<file path="src/verilog/crp_pkg.sv">
// Constants shared by the offset, protection and power-state command bank
package crp_pkg;
  // Command codes
  localparam logic [7:0]  CMD_OFFSET      = 8'h39;
  localparam logic [7:0]  CMD_PROTECT     = 8'h3A;
  localparam logic [7:0]  CMD_FORCE       = 8'h3B;
  // Offset command layout
  localparam logic [5:0]  OFF_EXPONENT    = 6'h3C;
  localparam int          OFF_MANT_W      = 7;
  localparam logic [6:0]  OFF_MANT_RST    = 7'h00;
  // Protection select layout
  localparam int          PROT_W          = 11;
  localparam logic [10:0] PROT_RST        = 11'h000;
  localparam int          PB_PWM_CHECK    = 10;
  localparam int          PB_CS_FAULT     = 9;
  localparam int          PB_TEMP_FAULT   = 8;
  localparam int          PB_TEMP_BLOCK   = 7;
  localparam int          PB_TRANS_MASK   = 6;
  localparam int          PB_VIN_HI       = 5;
  localparam int          PB_VIN_LO       = 4;
  localparam int          PB_OVER_HI      = 3;
  localparam int          PB_OVER_LO      = 2;
  localparam int          PB_OTP_HI       = 1;
  localparam int          PB_OTP_LO       = 0;
  localparam logic [1:0]  VIN_OFF_CODE    = 2'h3;
  localparam logic [1:0]  OVER_OFF_CODE   = 2'h1;
  localparam logic [1:0]  OTP_OFF_CODE    = 2'h1;
  // Power-state force layout
  localparam logic [15:0] FORCE_WMASK     = 16'hD9BF;
  localparam logic [15:0] FORCE_RSET      = 16'h0640;
  localparam logic [15:0] FORCE_RST       = 16'h0000;
  localparam int          FB_FOLLOW       = 15;
  localparam int          FB_TRI_MID      = 14;
  localparam int          FB_SUPPLY_SEL   = 12;
  localparam int          FB_MASTER_OFF   = 11;
  localparam int          FB_ONTIME_UPD   = 8;
  localparam int          FB_DLL          = 7;
  localparam int          FB_AMP_INST     = 5;
  localparam int          FB_DELAY_HI     = 4;
  localparam int          FB_DELAY_LO     = 0;
  // Timing
  localparam int          CLK_PERIOD_PS   = 40000;
  localparam int          TRI_STEP_PS     = 5000;
  localparam int          PWM_CHECK_CYC   = 16;
  localparam int          SUPPLY_W        = 12;

  // Whole clock cycles covering a tri-state low interval, rounded up
  function automatic logic [4:0] crp_low_cycles(input logic [4:0] code);
    int ps;
    ps = int'(code) * TRI_STEP_PS;
    return 5'((ps + CLK_PERIOD_PS - 1) / CLK_PERIOD_PS);
  endfunction : crp_low_cycles
endpackage : crp_pkg

</file>
<file path="src/verilog/crp_tri_seq.sv">
// PWM high to tri-state sequencer with inserted low interval
`timescale 1ns/1ps
module crp_tri_seq (
  // Clock and reset
  input  wire logic       i_clk,
  input  wire logic       i_rst_b,
  // Control
  input  wire logic       i_mode_mid,
  input  wire logic [4:0] i_delay_code,
  input  wire logic       i_pwm_high,
  input  wire logic       i_enter_tri,
  // PWM state
  output logic            o_drive_low,
  output logic            o_tri_hiz,
  output logic            o_tri_mid
);
  typedef enum logic [1:0] {ST_RUN, ST_LOW, ST_TRI} crp_tri_state_t;

  crp_tri_state_t state_reg, state_next;
  logic [4:0]     cnt_reg, cnt_next;
  logic [4:0]     low_cyc;

  always_comb begin
    low_cyc    = crp_pkg::crp_low_cycles(i_delay_code);
    state_next = state_reg;
    cnt_next   = cnt_reg;
    case (state_reg)
      ST_RUN: begin
        if (i_enter_tri && i_pwm_high && i_mode_mid && (low_cyc != 5'h00)) begin
          state_next = ST_LOW;
          cnt_next   = low_cyc - 5'h01;
        end else if (i_enter_tri) begin
          state_next = ST_TRI;
        end
      end
      ST_LOW: begin
        if (cnt_reg == 5'h00) begin
          state_next = ST_TRI;
        end else begin
          cnt_next = cnt_reg - 5'h01;
        end
      end
      ST_TRI: begin
        if (!i_enter_tri) begin
          state_next = ST_RUN;
        end
      end
      default: state_next = ST_RUN;
    endcase
  end

  always_ff @(posedge i_clk or negedge i_rst_b) begin
    if (!i_rst_b) begin
      state_reg <= ST_RUN;
      cnt_reg   <= 5'h00;
    end else begin
      state_reg <= state_next;
      cnt_reg   <= cnt_next;
    end
  end

  assign o_drive_low = (state_reg == ST_LOW);
  assign o_tri_hiz   = (state_reg == ST_TRI) && !i_mode_mid;
  assign o_tri_mid   = (state_reg == ST_TRI) && i_mode_mid;
endmodule : crp_tri_seq

</file>
<file path="src/verilog/crp_supply_sel.sv">
// Supply value selection and on-time refresh strobe
`timescale 1ns/1ps
module crp_supply_sel #(
  parameter int W = 12
) (
  // Clock and reset
  input  wire logic         i_clk,
  input  wire logic         i_rst_b,
  // Control
  input  wire logic         i_use_latched,
  input  wire logic         i_update_en,
  input  wire logic [W-1:0] i_live,
  // Results
  output logic [W-1:0]      o_value,
  output logic              o_update
);
  logic [W-1:0] latched_reg, latched_next;
  logic         update_reg, update_next;

  always_comb begin
    latched_next = latched_reg;
    update_next  = 1'b0;
    if (i_update_en && (i_live != latched_reg)) begin
      latched_next = i_live;
      update_next  = 1'b1;
    end
  end

  always_ff @(posedge i_clk or negedge i_rst_b) begin
    if (!i_rst_b) begin
      latched_reg <= '0;
      update_reg  <= 1'b0;
    end else begin
      latched_reg <= latched_next;
      update_reg  <= update_next;
    end
  end

  assign o_value  = i_use_latched ? latched_reg : i_live;
  assign o_update = update_reg;
endmodule : crp_supply_sel

</file>
<file path="src/verilog/crp_regs.sv">
// Offset, protection-select and power-state force command bank
`timescale 1ns/1ps

// Notes on behaviour
// - offset exponent always reads 111100
// - offset mantissa signed, scaled by resolution
// - listed reserved bits ignore writes, read zero
// - force bits 10:9 always read 11
// - force bit 6 always reads one
// - pulse check after fault holds PWM Hi-Z
// - low phase sense latches fault when enabled
// - thermal sense fault latches when enabled
// - bit 7 low lets thermal fault block overheat
// - transition may mask first overvolt guard
// - input guard off only for code 11
// - first overvolt off only for code 01
// - overheat guard off only for code 01
// - phase count follows input in soft start and transition only when set
// - tri-state style Hi-Z or middle level
// - on-time uses live or latched supply
// - master bit disables every protection
// - on-time refresh on supply change when enabled
// - delay-locked loop enable output
// - report averaged or instantaneous current
// - low interval before middle tri-state level
module crp_regs #(
  parameter int SUPPLY_W  = crp_pkg::SUPPLY_W,
  parameter int CHECK_CYC = crp_pkg::PWM_CHECK_CYC
) (
  // Clock and reset
  input  wire logic                i_clk,
  input  wire logic                i_rst_b,
  // Command port
  input  wire logic [7:0]          i_cmd_code,
  input  wire logic                i_cmd_wr,
  input  wire logic                i_cmd_rd,
  input  wire logic [15:0]         i_cmd_wdata,
  output logic      [15:0]         o_cmd_rdata,
  output logic                     o_cmd_ack,
  output logic                     o_cmd_nak,
  // Regulator status
  input  wire logic                i_amp_resolution,
  input  wire logic                i_soft_start,
  input  wire logic                i_voltage_transition,
  input  wire logic                i_power_state_input,
  input  wire logic                i_phase_sense_low,
  input  wire logic                i_thermal_sense_high,
  input  wire logic                i_overheat,
  input  wire logic                i_input_fault,
  input  wire logic                i_overvolt,
  input  wire logic                i_pwm_high,
  input  wire logic                i_enter_tri,
  input  wire logic [SUPPLY_W-1:0] i_supply_live,
  input  wire logic [15:0]         i_amp_avg,
  input  wire logic [15:0]         i_amp_inst,
  // Regulator control
  output logic                     o_low_phase,
  output logic                     o_input_guard_en,
  output logic                     o_overvolt_en,
  output logic                     o_overheat_en,
  output logic                     o_fault_latched,
  output logic                     o_pwm_check,
  output logic                     o_pwm_hiz,
  output logic                     o_pwm_mid,
  output logic                     o_pwm_low,
  output logic [SUPPLY_W-1:0]      o_supply_value,
  output logic                     o_ontime_update,
  output logic                     o_dll_en,
  output logic [15:0]              o_amp_report
);
  // Command registers
  logic [6:0]  off_mant_reg, off_mant_next;
  logic [10:0] prot_reg, prot_next;
  logic [15:0] force_reg, force_next;
  logic [15:0] rdata_reg, rdata_next;
  logic        ack_reg, ack_next, nak_reg, nak_next;
  logic [15:0] off_word, prot_word, force_word;

  always_comb begin
    off_word   = {crp_pkg::OFF_EXPONENT, 3'h0, off_mant_reg};
    prot_word  = {5'h00, prot_reg};
    force_word = (force_reg & crp_pkg::FORCE_WMASK) | crp_pkg::FORCE_RSET;
    off_mant_next = off_mant_reg;
    prot_next     = prot_reg;
    force_next    = force_reg;
    rdata_next    = rdata_reg;
    ack_next      = 1'b0;
    nak_next      = 1'b0;
    if (i_cmd_wr || i_cmd_rd) begin
      ack_next = 1'b1;
      case (i_cmd_code)
        crp_pkg::CMD_OFFSET:  rdata_next = off_word;
        crp_pkg::CMD_PROTECT: rdata_next = prot_word;
        crp_pkg::CMD_FORCE:   rdata_next = force_word;
        default: begin
          rdata_next = 16'h0000;
          ack_next   = 1'b0;
          nak_next   = 1'b1;
        end
      endcase
    end
    if (i_cmd_wr) begin
      case (i_cmd_code)
        crp_pkg::CMD_OFFSET:  off_mant_next = i_cmd_wdata[6:0];
        crp_pkg::CMD_PROTECT: prot_next     = i_cmd_wdata[10:0];
        crp_pkg::CMD_FORCE:   force_next    = i_cmd_wdata & crp_pkg::FORCE_WMASK;
        default: ;
      endcase
    end
  end

  always_ff @(posedge i_clk or negedge i_rst_b) begin
    if (!i_rst_b) begin
      off_mant_reg <= crp_pkg::OFF_MANT_RST;
      prot_reg     <= crp_pkg::PROT_RST;
      force_reg    <= crp_pkg::FORCE_RST;
      rdata_reg    <= 16'h0000;
      ack_reg      <= 1'b0;
      nak_reg      <= 1'b0;
    end else begin
      off_mant_reg <= off_mant_next;
      prot_reg     <= prot_next;
      force_reg    <= force_next;
      rdata_reg    <= rdata_next;
      ack_reg      <= ack_next;
      nak_reg      <= nak_next;
    end
  end

  // Field views
  logic master_guard_off, pulse_check_after_fault, transition_masks_overvolt;
  logic input_guard_off, first_overvolt_off, overheat_guard_off;
  always_comb begin
    master_guard_off          = force_reg[crp_pkg::FB_MASTER_OFF];
    pulse_check_after_fault   = prot_reg[crp_pkg::PB_PWM_CHECK];
    transition_masks_overvolt = prot_reg[crp_pkg::PB_TRANS_MASK];
    input_guard_off    = prot_reg[crp_pkg::PB_VIN_HI:crp_pkg::PB_VIN_LO]
                         == crp_pkg::VIN_OFF_CODE;
    first_overvolt_off = prot_reg[crp_pkg::PB_OVER_HI:crp_pkg::PB_OVER_LO]
                         == crp_pkg::OVER_OFF_CODE;
    overheat_guard_off = prot_reg[crp_pkg::PB_OTP_HI:crp_pkg::PB_OTP_LO]
                         == crp_pkg::OTP_OFF_CODE;
  end

  // Protection state
  logic       temp_fault_reg, temp_fault_next;
  logic       fault_reg, fault_next;
  logic       check_reg, check_next;
  logic [7:0] check_cnt_reg, check_cnt_next;
  logic       low_phase_reg, low_phase_next;
  logic       vin_en_reg, vin_en_next, ovp_en_reg, ovp_en_next, otp_en_reg, otp_en_next;
  logic       trip;

  always_comb begin
    vin_en_next = !master_guard_off && !input_guard_off;
    ovp_en_next = !master_guard_off && !first_overvolt_off
                  && !(transition_masks_overvolt && i_voltage_transition);
    // Bit 7 clear lets a caught thermal-sense fault mask overheat
    otp_en_next = !master_guard_off && !overheat_guard_off
                  && !(temp_fault_reg && !prot_reg[crp_pkg::PB_TEMP_BLOCK]);
    temp_fault_next = temp_fault_reg || (!master_guard_off
                      && prot_reg[crp_pkg::PB_TEMP_FAULT] && i_thermal_sense_high);
    trip = !master_guard_off && (
             (prot_reg[crp_pkg::PB_CS_FAULT] && i_phase_sense_low)
           || (prot_reg[crp_pkg::PB_TEMP_FAULT] && i_thermal_sense_high)
           || (vin_en_reg && i_input_fault)
           || (ovp_en_reg && i_overvolt)
           || (otp_en_reg && i_overheat));
    // Latch-off is released only by reset
    fault_next     = fault_reg || trip;
    check_next     = check_reg;
    check_cnt_next = check_cnt_reg;
    if (check_reg) begin
      if (check_cnt_reg == 8'h00) begin
        check_next = 1'b0;
      end else begin
        check_cnt_next = check_cnt_reg - 8'h01;
      end
    end else if (trip && !fault_reg && pulse_check_after_fault) begin
      check_next     = 1'b1;
      check_cnt_next = 8'(CHECK_CYC - 1);
    end
    low_phase_next = !i_power_state_input && (force_reg[crp_pkg::FB_FOLLOW]
                     || !(i_soft_start || i_voltage_transition));
  end

  always_ff @(posedge i_clk or negedge i_rst_b) begin
    if (!i_rst_b) begin
      temp_fault_reg <= 1'b0;
      fault_reg      <= 1'b0;
      check_reg      <= 1'b0;
      check_cnt_reg  <= 8'h00;
      low_phase_reg  <= 1'b0;
      vin_en_reg     <= 1'b0;
      ovp_en_reg     <= 1'b0;
      otp_en_reg     <= 1'b0;
    end else begin
      temp_fault_reg <= temp_fault_next;
      fault_reg      <= fault_next;
      check_reg      <= check_next;
      check_cnt_reg  <= check_cnt_next;
      low_phase_reg  <= low_phase_next;
      vin_en_reg     <= vin_en_next;
      ovp_en_reg     <= ovp_en_next;
      otp_en_reg     <= otp_en_next;
    end
  end

  // Tri-state sequencing and supply selection
  logic tri_low, tri_hiz, tri_mid;
  logic [SUPPLY_W-1:0] supply_val;
  logic supply_upd;

  crp_tri_seq u_tri (
    .i_clk        (i_clk),
    .i_rst_b      (i_rst_b),
    .i_mode_mid   (force_reg[crp_pkg::FB_TRI_MID]),
    .i_delay_code (force_reg[crp_pkg::FB_DELAY_HI:crp_pkg::FB_DELAY_LO]),
    .i_pwm_high   (i_pwm_high),
    .i_enter_tri  (i_enter_tri),
    .o_drive_low  (tri_low),
    .o_tri_hiz    (tri_hiz),
    .o_tri_mid    (tri_mid)
  );

  crp_supply_sel #(.W(SUPPLY_W)) u_supply (
    .i_clk         (i_clk),
    .i_rst_b       (i_rst_b),
    .i_use_latched (force_reg[crp_pkg::FB_SUPPLY_SEL]),
    .i_update_en   (force_reg[crp_pkg::FB_ONTIME_UPD]),
    .i_live        (i_supply_live),
    .o_value       (supply_val),
    .o_update      (supply_upd)
  );

  // Output stage
  logic        hiz_reg, hiz_next, mid_reg, mid_next, low_reg, low_next;
  logic [SUPPLY_W-1:0] sup_reg;
  logic        upd_reg, dll_reg, dll_next;
  logic [15:0] report_reg, report_next, offset_q;

  always_comb begin
    // Check window overrides any tri-state style
    hiz_next = check_reg || tri_hiz;
    mid_next = tri_mid && !check_reg;
    low_next = tri_low && !check_reg;
    dll_next = force_reg[crp_pkg::FB_DLL];
    offset_q = i_amp_resolution ? {{8{off_mant_reg[6]}}, off_mant_reg, 1'b0}
                                : {{9{off_mant_reg[6]}}, off_mant_reg};
    report_next = (force_reg[crp_pkg::FB_AMP_INST] ? i_amp_inst : i_amp_avg)
                  + offset_q;
  end

  always_ff @(posedge i_clk or negedge i_rst_b) begin
    if (!i_rst_b) begin
      hiz_reg    <= 1'b0;
      mid_reg    <= 1'b0;
      low_reg    <= 1'b0;
      sup_reg    <= '0;
      upd_reg    <= 1'b0;
      dll_reg    <= 1'b0;
      report_reg <= 16'h0000;
    end else begin
      hiz_reg    <= hiz_next;
      mid_reg    <= mid_next;
      low_reg    <= low_next;
      sup_reg    <= supply_val;
      upd_reg    <= supply_upd;
      dll_reg    <= dll_next;
      report_reg <= report_next;
    end
  end

  assign o_cmd_rdata      = rdata_reg;
  assign o_cmd_ack        = ack_reg;
  assign o_cmd_nak        = nak_reg;
  assign o_low_phase      = low_phase_reg;
  assign o_input_guard_en = vin_en_reg;
  assign o_overvolt_en    = ovp_en_reg;
  assign o_overheat_en    = otp_en_reg;
  assign o_fault_latched  = fault_reg;
  assign o_pwm_check      = check_reg;
  assign o_pwm_hiz        = hiz_reg;
  assign o_pwm_mid        = mid_reg;
  assign o_pwm_low        = low_reg;
  assign o_supply_value   = sup_reg;
  assign o_ontime_update  = upd_reg;
  assign o_dll_en         = dll_reg;
  assign o_amp_report     = report_reg;
endmodule : crp_regs

</file>
<file path="config.mk">
export PLATFORM = sky130hd
export DESIGN_NAME = crp_regs
export DESIGN_NICKNAME = d
export VERILOG_FILES = /design/src/verilog/crp_pkg.sv /design/src/verilog/crp_tri_seq.sv /design/src/verilog/crp_supply_sel.sv /design/src/verilog/crp_regs.sv
export SDC_FILE = /design/constraint.sdc
export NUM_CORES = 1
export LEC_CHECK = 0
export BUFFER_PORTS_ARGS = -buffer_cell sky130_fd_sc_hd__clkbuf_2
export CAP_MARGIN = 20
export CORE_MARGIN = 2
export CORE_UTILIZATION = 50
export CTS_CLUSTER_DIAMETER = 60
export DETAILED_ROUTE_END_ITERATION = 8
export GPL_TIMING_DRIVEN = 0
export PLACE_DENSITY_LB_ADDON = 0.12
export SKIP_LAST_GASP = 1
export SLEW_MARGIN = 0
export SYNTH_ARGS = -nofsm -noshare
export SYNTH_HDL_FRONTEND = slang
export SYNTH_SLANG_ARGS = --single-unit
</file>
<file path="constraint.sdc">
create_clock -name i_clk -period 8.3 [get_ports i_clk]
set_input_delay 1.66 -clock i_clk [delete_from_list [all_inputs] [get_ports i_clk]]
set_output_delay 1.66 -clock i_clk [all_outputs]
set_load 0.05 [all_outputs]
</file>
; Yosys cells after proc, flatten, opt, wreduce, memory -nomap -nowiden
; Cells that the tools add are included.
; W data, S select, Z words.
[word_totals]
ff_bits = 116
word_cells = 132
[op_classes]
add_sub_neg = 6
n_mul = 1
div_mod_pow = 1
n_eq_ne = 15
mux = 23
reduce_logical = 61
[ops]
columns = cell, n
row1 = $pmux W16 S3, 1
row2 = $add A32 B17 Y32 const B, 1
row3 = $div A32 B17 Y32 const B, 1
row4 = $sub A32 B2 Y32 const B, 1
row5 = $logic_and A1 B1 Y1, 26
row6 = $eq A8 B6 Y1 const B, 3
row7 = $mux W8, 3
row8 = $add A16 B16 Y16, 1
row9 = $mux W16, 1
row10 = $mul A5 B10 Y15 const B, 1
row11 = $logic_not A1 Y1, 12
row12 = $mux W12, 1
row13 = $ne A12 B12 Y1, 1
row14 = $logic_or A1 B1 Y1, 10
row15 = $mux W5, 2
row16 = $pmux W5 S2, 1
row17 = $sub A5 B1 Y5 const B, 2
row18 = $logic_not A8 Y1, 1
row19 = $mux W1, 8
row20 = $mux W2, 4
row21 = $reduce_and A2 Y1, 4
row22 = $sub A8 B1 Y8 const B, 1
row23 = $mux W7, 1
row24 = $eq A2 B1 Y1 const B, 3
row25 = 11 further kinds, 17

; Depth between registers and ports, before layout
; Gate-level depths: netlist of run 1.
[logic_depth]
depth_word = 10
mapped_depth = 27

; Cells and area by module
; A second synthesis of run 1 with hierarchy kept.
[hier_totals]
hier_cells = 725
hier_area_um2 = 7726.2
[modules_own_cells]
columns = mod, instances, cells_each, area_per_inst_um2, seq_area_each_um2
row1 = crp_regs, 1, 373, 4515.6, 2402.3
row2 = crp_tri_seq, 1, 296, 2456.1, 175.2
row3 = crp_supply_sel, 1, 56, 754.5, 325.3

; Worst setup path after synthesis of run 1
; OpenSTA, ideal clock, no wires.
[synth_timing]
kind = register to register
from = reg force_reg[3]
to = reg u_tri.cnt_reg[2]
setup_time_ns = 0.142
arrival_time_ns = 5.614
slack_ns = 2.544
stages_incl_launch_ff = 27
n_path_buf = 2
period_less_slack_ns = 5.756
cell_sequence = dfrtp_1 -> inv_1 -> fa_1 -> inv_1 -> ha_1 -> ha_1 -> ha_1 -> and3_1 -> a221oi_2 -> xnor2_2 -> nand3_2 -> nor2_1 -> and4_1 -> buf_2 -> o21bai_4 -> a311o_1 -> buf_6 -> a221oi_1 -> nand4_1 -> a21oi_2 -> o211a_1 -> o22ai_1 -> ha_1 -> inv_1 -> nand2_1 -> a31oi_1 -> a311oi_1
[synth_between]
elab_chain_cells = 8
word_cells_on_any_way = 11
cone_classes = add/sub: 3 / mul: 1 / div: 1 / eq/ne: 1 / mux: 2 / reduce/logical: 3
[synth_lines]
columns = element, line
row1 = "start, declared", crp_regs.sv:74  ; logic [15:0] force_reg, force_next;
row2 = "start signal, assigned", crp_regs.sv:116  ; force_reg <= crp_pkg::FORCE_RST;
row3 = "start signal, assigned", crp_regs.sv:123  ; force_reg <= force_next;
row4 = $mul A5 B10 Y15 *, crp_pkg.sv:50  ; ps = int'(code) * TRI_STEP_PS;
row5 = $add A32 B17 Y32 *, crp_pkg.sv:51  ; return 5'((ps + CLK_PERIOD_PS - 1) / CLK_PERIOD_PS);
row6 = $sub A32 B2 Y32 *, crp_pkg.sv:51
row7 = $div A32 B17 Y32 *, crp_pkg.sv:51
row8 = "parallel branches: the longest is 4 deep, another holds $sub A5 B1 Y5", -
row9 = "end signal, assigned", crp_tri_seq.sv:58  ; cnt_reg <= cnt_next;
row10 = "end, declared", crp_tri_seq.sv:20  ; logic [4:0] cnt_reg, cnt_next;
; Mark *: on every way between the ends. The select of a mux whose other input is x is not followed.
; A chain may end at the register's enable or synchronous reset.

; Final worst setup path of run 1
; Ends and elaborated chain as after synthesis.

==> run metrics, run 1 <==
outcome=finished, final reports clean; vias in the first global route=~6600; Tot GR Track Use=24.8%; Die Height=around 130 um; max_slew headroom=46.3%; worst r2r src=force_reg[3]; port bufs=~140; final period utilization=81.0%; Num CTS Buffers=17; Hold WC Path Type=reg2reg; Num Clock Sinks=around 120; Post-synth ARST share=100%; syn nets=873; largest net degree at the start of global routing=117; register area=around 0.0029 mm2; YS warnings=0; mapped cell area=0.00760 mm2; crit path launch=force_reg[3]; Post-synth EDFFs=0; Final Max Slew Viols=0; Max Fclk=149 MHz; post-synth cell types=between 80 and 90; Crit. End Element=flop; maxcap violations=0; Setup Skew=0.00772 ns; critical path class=reg2reg; Final setup viols=0; drt drc=0; initial antenna violation count=0; syn avg cell area=slightly above 10 um2; clock latency on the worst-skew pair=0.41 ns; First DRT Iteration DRCs=~320; GP Congestion=0.877; Pwr Total=roughly 1.9 mW; first-pass detailed-route iteration total=5; Critical Path RT=roughly 8.6 ns; Area contributors post-synth=dfrtp_1 (38%), mux2_2 (11%), ha_1 (7.2%); Worst Reg-to-Reg Cells=25; CTS Hold Bufs=0; final worst path period need=around 6.7 ns; Antenna diodes=0; Area growth syn-to-layout=20.3%; HPWL Detailed=between 10 and 15 mm; CTS tree=built; Worst Setup EP=u_tri.cnt_reg[2]; CTS root buf=clkbuf_16; Max VDD drop=around 0.00016 V; layout cells sized above 1=between 30% and 40%; final hold viol count=0; #FFs+latches synth=between 100 and 150; Post-Syn Instances=741; Startpoint Class=flop; Leak=between 4 and 5 nW; final std cells w/o fill=1097; Inst Count DP=about 1100; R2R Setup Slk=between 1.5 and 2 ns; nets=1028; setup bufs post-CTS=0; R2R Path End=u_tri.cnt_reg[2]; post-synth top area share=about two fifths; most numerous cell in the Yosys netlist=dfrtp_1; WL final=~19 mm; Max FO, Critical Path=9; Seq/Total Area, Yosys=between 30% and 40%; synth cell count leaders=dfrtp_1 (116), mux2_2 (76), nand2_1 (64); placeable core region=0.0150 mm2; FP Rows=45; RSZ-0062 raised after global routing=false; I/O pins=between 100 and 150; area of the multi-input gates=around 0.0045 mm2; H-tree depth=4; cell taking the most area after synthesis=dfrtp_1; DR vias/cell=roughly 5.8; Final ANT Viol Nets=0; # fillers=between 1000 and 1500; Clock Path Buffers=2; first-pass GRT wire length=~32 mm; Die W=127 um; TNS Setup=0 ns; gr ovfl total=0; die area=between 0.015 and 0.02 mm2; post-CTS sizing=0; PwrDens=around 210 mW/mm2; actual slew at the worst max-slew pin=0.799 ns; WL/cell=17.6 um; Initial Util=roughly 51%; DR vias=about 6300; CP arrival=7.00 ns; CTS clock-pin slew for the worst setup and hold paths=roughly 0.060 ns; Post-synth top flop=dfrtp_1
[through the flow]
step	setup WS [ns]	hold WS [ns]	utilization [%]	area, um2
5_1_grt	1.09	0.368	60.8	9140
4_1_cts	1.67	0.348	60.8	9140
3_5_place_dp	1.69	0.336	56.8	8550
6_report	1.58	0.345	60.8	9140
3_3_place_gp	1.78	0.337	56.6	8510
2_1_floorplan	2.54	0.331	-	7600
[power breakdown]
group / switching, mW / leakage (nW) / internal (mW) / total (mW)
Clock: 0.281 / 0.290 / 0.449 / 0.729
Sequential: 0.0459 / 1.48 / 0.623 / 0.668
Combinational: 0.315 / 2.65 / 0.204 / 0.519
[worst min-delay path by stage]
stage / from / end / slack (ns) / cells after the start
4_1_cts: u_supply.o_update / o_ontime_update / 0.35 / 0
5_1_grt: u_supply.o_update / o_ontime_update / 0.37 / 0
3_5_place_dp: u_supply.o_update / o_ontime_update / 0.34 / 0
6_report: u_supply.o_update / o_ontime_update / 0.35 / 0
3_3_place_gp: u_supply.o_update / o_ontime_update / 0.34 / 0
2_1_floorplan: u_supply.o_update / o_ontime_update / 0.33 / 0
[kinds of logic after synthesis]
family / count (synthesis) / synth area share, %
mux: 85 / 12.5
xor+xnor: 49 / 6.14
compound gates: 175 / 17.4
simple gates: 210 / 14.1
flops: 116 / 38.2
buf+inv: 57 / 3.08
fa+ha+maj: 49 / 8.56
[worst max-delay path: stages (launching register included)]
cell and delay, ns:
dfrtp_1 0.59, inv_1 0.27, fa_1 0.56, inv_1 0.04, ha_1 0.29, ha_1 0.30
ha_1 0.48, nand3_1 0.15, a21oi_1 0.25, mux2i_1 0.32, nand2_1 0.18, or4_1 0.61
o211ai_2 0.26, o22ai_2 0.17, a311o_1 0.35, buf_6 0.15, a221oi_1 0.30, nand4_1 0.15
a21oi_2 0.22, o211a_1 0.21, o22ai_1 0.09, ha_1 0.24, inv_1 0.10, nand2_1 0.06
a31oi_1 0.17, a311oi_1 0.06
[cell usage in the layout (no fill, tap or decap), types with 6 or more instances in the layout]
master,Yosys,final
a21oi_1,29,29
and3_1,7,7
a31oi_1,6,6
clkbuf_2,0,134
xnor2_1,36,36
mux2_2,76,76
dfrtp_1,116,116
nand3_1,18,18
mux2i_1,8,8
clkbuf_16,0,17
a22o_1,13,13
nor2_1,45,45
o31ai_1,7,7
and2_1,6,6
ha_1,44,44
nor2b_1,10,10
a21o_1,8,8
nor3_1,17,17
xor2_1,8,8
o21ai_0,30,30
nand2_1,64,64
nand4_1,7,7
inv_6,0,6
o21bai_1,6,6
inv_1,31,31
clkbuf_1,18,18
a21boi_0,6,6
[metal layers]
metal	global-route usage, %	part of all wire [%]	vias up	wire length (um)
met4	9.44	1.9	0	370
li1	-	-	3028	-
met5	0	0	-	0
met3	6.45	6.2	32	1190
met1	30.2	42	3087	8160
met2	42.2	50	174	9570
[layout make-up]
cell class                      count  area share [%]
Clock inverter                     15            1.85
Tap cell                          188            2.57
Buffer                             25            1.25
Inverter                           32            1.31
Clock buffer                       17            4.65
Timing Repair Buffer              136            7.79
Sequential cell                   116            31.8
Multi-Input combinational cell    568            48.8
Note: power is estimated with default switching activity, not from simulation.
==> run 2, diff against run 1 <==
--- a/config.mk
+++ b/config.mk
@@ -5,6 +5,7 @@
 export SDC_FILE = /design/constraint.sdc
 export NUM_CORES = 1
 export LEC_CHECK = 0
+export ABC_AREA = 1
 export BUFFER_PORTS_ARGS = -buffer_cell sky130_fd_sc_hd__clkbuf_2
 export CAP_MARGIN = 20
 export CORE_MARGIN = 2
==> constraint.sdc (replaced) <==
create_clock -name i_clk -period 6.5 [get_ports i_clk]
set_input_delay 1.3 -clock i_clk [delete_from_list [all_inputs] [get_ports i_clk]]
set_output_delay 1.3 -clock i_clk [all_outputs]
set_load 0.05 [all_outputs]
==> run metrics, run 2 <==
Final setup viols=0; synth cell count leaders=nand2_1 (256), dfrtp_1 (116), inv_1 (114); final hold viol count=0; Antenna diodes=0; clock latency on the worst-skew pair=roughly 0.42 ns; Crit. End Element=flop; Max FO, Critical Path=10; slowest stage cell, crit path=dfrtp_1; CP arrival=5.78 ns; critical path's largest stage delay=between 0.5 and 0.6 ns; most common cell after layout, fill and taps aside=nand2_1; post-synth top area share=39.0%; critical path's most frequent cell=nand2_2; first-pass GRT wire length=between 20 and 30 mm; most numerous cell in the Yosys netlist=nand2_1; Critical Path RT=around 6.9 ns; H-tree depth=4; critical path class=reg2reg; Max Fclk=184 MHz; register area=between 0.002 and 0.003 mm2; dpl cell area=approximately 0.0084 mm2; final hold slack=between 0.3 and 0.4 ns; die area=approximately 0.016 mm2; post-CTS sizing=0; WL final=approximately 17 mm; Post-synth ARST share=100%; crit path buf inv count=3; PwrDens=291 mW/mm2; FP Rows=44; Num CTS Buffers=17; Leak=between 4 and 5 nW; Setup Skew=around 0.013 ns; outcome=finished, final reports clean; YS warnings=0; Max VDD drop=approximately 0.00021 V; drt drc=0; layout cells sized above 1=23.9%; fin area=approximately 0.009 mm2; GP Congestion=a little under 0.9; CTS Hold Bufs=0; maxcap violations=0; RSZ-0062 raised after global routing=false; First DRT Iteration DRCs=around 350; Seq/Total Area, Yosys=between 30% and 40%; CTS root buf=clkbuf_16; DR vias=~6500; initial antenna violation count=0; WL/cell=13.3 um; Clock Path Buffers=2; Num Clock Sinks=around 120; Post-synth top flop=dfrtp_1; placeable core region=0.0145 mm2; HPWL Detailed=between 10 and 15 mm; post-route setup slack=~1.1 ns; post-synth cell types=48; CTS clock-pin slew for the worst setup and hold paths=approximately 0.06 ns; gr ovfl total=0; Setup WS pre-CTS=between 1 and 1.5 ns; Area contributors post-synth=dfrtp_1 (39%), nand2_1 (13%), ha_1 (7.4%); final worst path period need=approximately 5.4 ns; syn nets=1071; max_slew headroom=59.3%; Hold WC Path Type=reg2reg; commonest cells after routing, fill and taps aside=nand2_1 (256), clkbuf_2 (137), dfrtp_1 (116); syn avg cell area=just under 8 um2; actual slew at the worst max-slew pin=0.610 ns; mapped cell area=~0.0074 mm2; Die Height=about 130 um; Final Max Slew Viols=0; port bufs=between 100 and 150; Die W=between 100 and 150 um; cell family with most CP delay=simple AND/OR/NAND/NOR gates; Post-synth EDFFs=0; Post-Syn Instances=between 900 and 1000; DR vias/cell=~5; Pwr Total=between 2 and 3 mW; nets=roughly 1200; I/O pins=140; area of the multi-input gates=around 0.004 mm2; first-pass detailed-route iteration total=5; #FFs+latches synth=between 100 and 150; Area growth syn-to-layout=20.9%; cell taking the most area after synthesis=dfrtp_1; TNS Setup=0 ns; setup bufs post-CTS=0; Startpoint Class=flop; vias in the first global route=6197; final period utilization=between 80% and 90%; largest net degree at the start of global routing=about 120; Initial Util=51.2%; Tot GR Track Use=23.0%; Final ANT Viol Nets=0; # fillers=between 1000 and 1500; CTS tree=built
[run 2: cell count changes after synthesis, moves of 13 or more]
| cell | change |
|---|---|
| a22o_1 | -13 |
| mux2_2 | -73 |
| xnor2_1 | -33 |
| nand2_1 | +192 |
| nand2_2 | +33 |
| xor2_1 | +23 |
| o21ai_0 | +44 |
| nand3_1 | +32 |
| inv_1 | +83 |
[run 2: layout make-up]
type,instances,area share (%)
well taps,184,2.56
plain buffers,17,0.710
clock inverters,8,1.39
clock buffers,24,5.25
multi-input cells,679,44.4
flip-flops and latches,116,32.3
repair buffers,139,8.09
inverters,127,5.32
[run 2: logic make-up (layout without fill, tap and decap cells)]
logic type	after synthesis	count (layout)	synth area share [%]
muxes	3	3	0.454
and+or+nand+nor	439	439	28.4
xor gates and xnor gates	34	34	4.00
buffers and inverters	144	315	7.29
adders and majority gates	49	49	8.75
DFF	116	116	39.0
AOI/OAI and AO/OA	154	154	12.0
[run 2: report_power, final]
part,internal (mW),switching [mW]
Clock,0.622,0.321
Combinational,0.244,0.540
Sequential,0.825,0.0626
[run 2: path summary, 6_finish.rpt]
path                                   startpoint                 endpoint  slack (ns)  depth (start not counted)
max in group asynchronous                 i_rst_b  u_supply.latched_reg[0]        5.10                          2
worst min-delay path            u_supply.o_update          o_ontime_update        0.34                          0
worst max-delay path                 force_reg[3]         u_tri.cnt_reg[4]        1.07                         33
min in group asynchronous                 i_rst_b          o_amp_report[8]        0.69                          1
worst min register to register  u_supply.o_update          o_ontime_update        0.34                          0
worst max register to register       force_reg[3]         u_tri.cnt_reg[4]        1.07                         33
[run 2: per-layer routing]
layer | vias up | track usage (%) | wire length [um]
met5 | - | 0 | 0
met3 | 14 | 6.33 | 965
met2 | 141 | 37.5 | 8060
met1 | 2955 | 30.6 | 8030
met4 | 0 | 5.62 | 168
li1 | 3344 | - | -
[run 2: per-stage QoR]
step	util, %	std cells
after floorplan	-	939
after global placement	57.5	1261
after detailed placement	57.7	1262
after CTS	61.9	1294
after global routing	61.9	1294
final	61.9	1294
==> run 3, diff against run 2 <==
==> constraint.sdc (replaced) <==
create_clock -name i_clk -period 4.9 [get_ports i_clk]
set_input_delay 0.98 -clock i_clk [delete_from_list [all_inputs] [get_ports i_clk]]
set_output_delay 0.98 -clock i_clk [all_outputs]
set_load 0.05 [all_outputs]
==> run metrics, run 3 (same netlist as run 2, synthesis figures left out) <==
wl on met1=slightly above 8 mm; first-pass detailed-route iteration total=5; Inst Count DP=1262; # fillers=1266; top sig layer=met4; CTS root buf=clkbuf_16; critical path's largest stage delay=~0.55 ns; TNS Setup=-0.00328 ns; CTS clock-pin slew for the worst setup and hold paths=0.05 ns; fin util=65.7%; nets=roughly 1200; maxcap violations=0; GP Congestion=0.873; die area=roughly 0.016 mm2; gr ovfl total=0; drt drc=0; post-route setup slack=-0.00328 ns; First DRT Iteration DRCs=354; R2R Setup Slk=-0.003 ns; violated checks=negative setup slack; max_slew headroom=roughly 60%; part of the power in combinational logic=33.0%; Tot GR Track Use=between 20% and 30%; DR vias=about 6700; WL/cell=around 14 um; critical path class=reg2reg; routed wl met2=between 8 and 9 mm; first-pass GRT wire length=between 30 and 40 mm; I/O pins=140; Setup Skew=roughly 0.0097 ns; HPWL Detailed=between 10 and 15 mm; final hold slack=approximately 0.34 ns; vias in the first global route=6305; clock latency on the worst-skew pair=around 0.42 ns; Final Max Slew Viols=0; Final ANT Viol Nets=0; Flop pwr share=roughly 33%; actual slew at the worst max-slew pin=~0.62 ns; Initial Util=between 50% and 60%; layout cells sized above 1=roughly 30%; Area growth syn-to-layout=28.3%; Max VDD drop=about 0.00027 V; Pwr Total=between 3 and 4 mW; slowest stage cell, crit path=fa_2; Startpoint Class=flop; outcome=finished with violations; final std cells w/o fill=1312; critical path's most frequent cell=nand2_4; PwrDens=about 380 mW/mm2; CTS Hold Bufs=0; Die W=~130 um; Leak=about 5 nW; RSZ-0062 raised after global routing=true; sw frac=between 30 and 40%; Die Height=between 100 and 150 um; H-tree depth=4; initial antenna violation count=0; wire length on met3=around 1.0 mm; CP arrival=approximately 5.3 ns; Num CTS Buffers=17; most common cell after layout, fill and taps aside=nand2_1; placeable core region=around 0.015 mm2; Max Fclk=about 200 MHz; final period utilization=100%; Clock Path Buffers=2; WL final=18.3 mm; Critical Path RT=~5.2 ns; NetSw=1.30 mW; Antenna diodes=0; largest net degree at the start of global routing=115; Clock power frac=34.6%; Internal=~2.3 mW; final worst path period need=slightly below 5 ns; Hold WC Path Type=reg2reg; CTS tree=built; Final setup viols=1; port bufs=between 100 and 150; Max FO, Critical Path=6; DR vias/cell=5.08; commonest cells after routing, fill and taps aside=nand2_1 (237), clkbuf_2 (137), dfrtp_1 (112); Num Clock Sinks=about 120; Crit. End Element=flop; FP Rows=44; final hold viol count=0
## run 3: cell count changes in the layout (fill, tap and decap cells not counted), moves of 5 or more
cell / previous run / this run
nand2_1: 256 / 237
buf_4: 0 / 18
nand2_4: 8 / 24
nand3_1: 50 / 39
ha_1: 44 / 35
ha_4: 0 / 8
inv_1: 114 / 108
nand3_4: 3 / 9
a21oi_1: 38 / 33
nand3_2: 9 / 14
nor2_1: 47 / 42
## run 3: stage by stage
stage	setup slack, ns	area, um2
6_report	-0.00328	9540
5_1_grt	-0.252	9540
4_1_cts	-0.00161	9220
3_5_place_dp	-0.498	8390
3_3_place_gp	-0.461	8360
2_1_floorplan	0.107	7440
## run 3: final timing paths
path | startpoint | endpoint | cells past startpoint
worst max-delay path | force_reg[4] | u_tri.cnt_reg[4] | 33
worst min-delay path | u_supply.o_update | o_ontime_update | 0
worst max register to register | force_reg[4] | u_tri.cnt_reg[4] | 33
worst min register to register | u_supply.o_update | o_ontime_update | 0
max in group asynchronous | i_rst_b | force_reg[1] | 2
min in group asynchronous | i_rst_b | o_amp_report[8] | 1
## run 3: per-layer routing
metal	vias to the layer above	global-route usage, %
met3	22	6.37
met1	3082	31.2
met2	168	38.2
li1	3387	-
met4	0	5.82
met5	-	0
## run 3: repair_timing
item	CTS	global route
buffers inserted	10	8
gates resized for setup	38	56
endpoints found under the setup margin	6	6
pin swaps	29	39
## run 3: final cells by class
type	count	area [um2]	share of cell area, %
clock inverter	8	125	1.31
inverter	127	487	5.10
clock buffer	24	472	4.94
buffer	17	63.8	0.669
sequential	116	2910	30.5
tap	184	230	2.41
multi-input combinational	679	4400	46.1
timing repair buffer	157	862	9.03
## run 3: power groups by stage
stage	registers (mW)	clock network [mW]	logic, mW
after floorplan	1.39	0	0.593
after global placement	1.19	0	1.03
after detailed placement	1.19	0	1.04
after CTS	1.18	1.26	1.11
after global routing	1.19	1.31	1.32
final	1.18	1.25	1.19
## run 3: critical path, delay by kind of cell, from the launching register on
| family | cells | cell delay (ns) |
|---|---|---|
| fa+ha+maj | 5 | 1.61 |
| simple gates | 21 | 1.98 |
| xor+xnor | 1 | 0.15 |
| compound gates | 3 | 0.46 |
| flops | 1 | 0.44 |
| buf+inv | 3 | 0.16 |
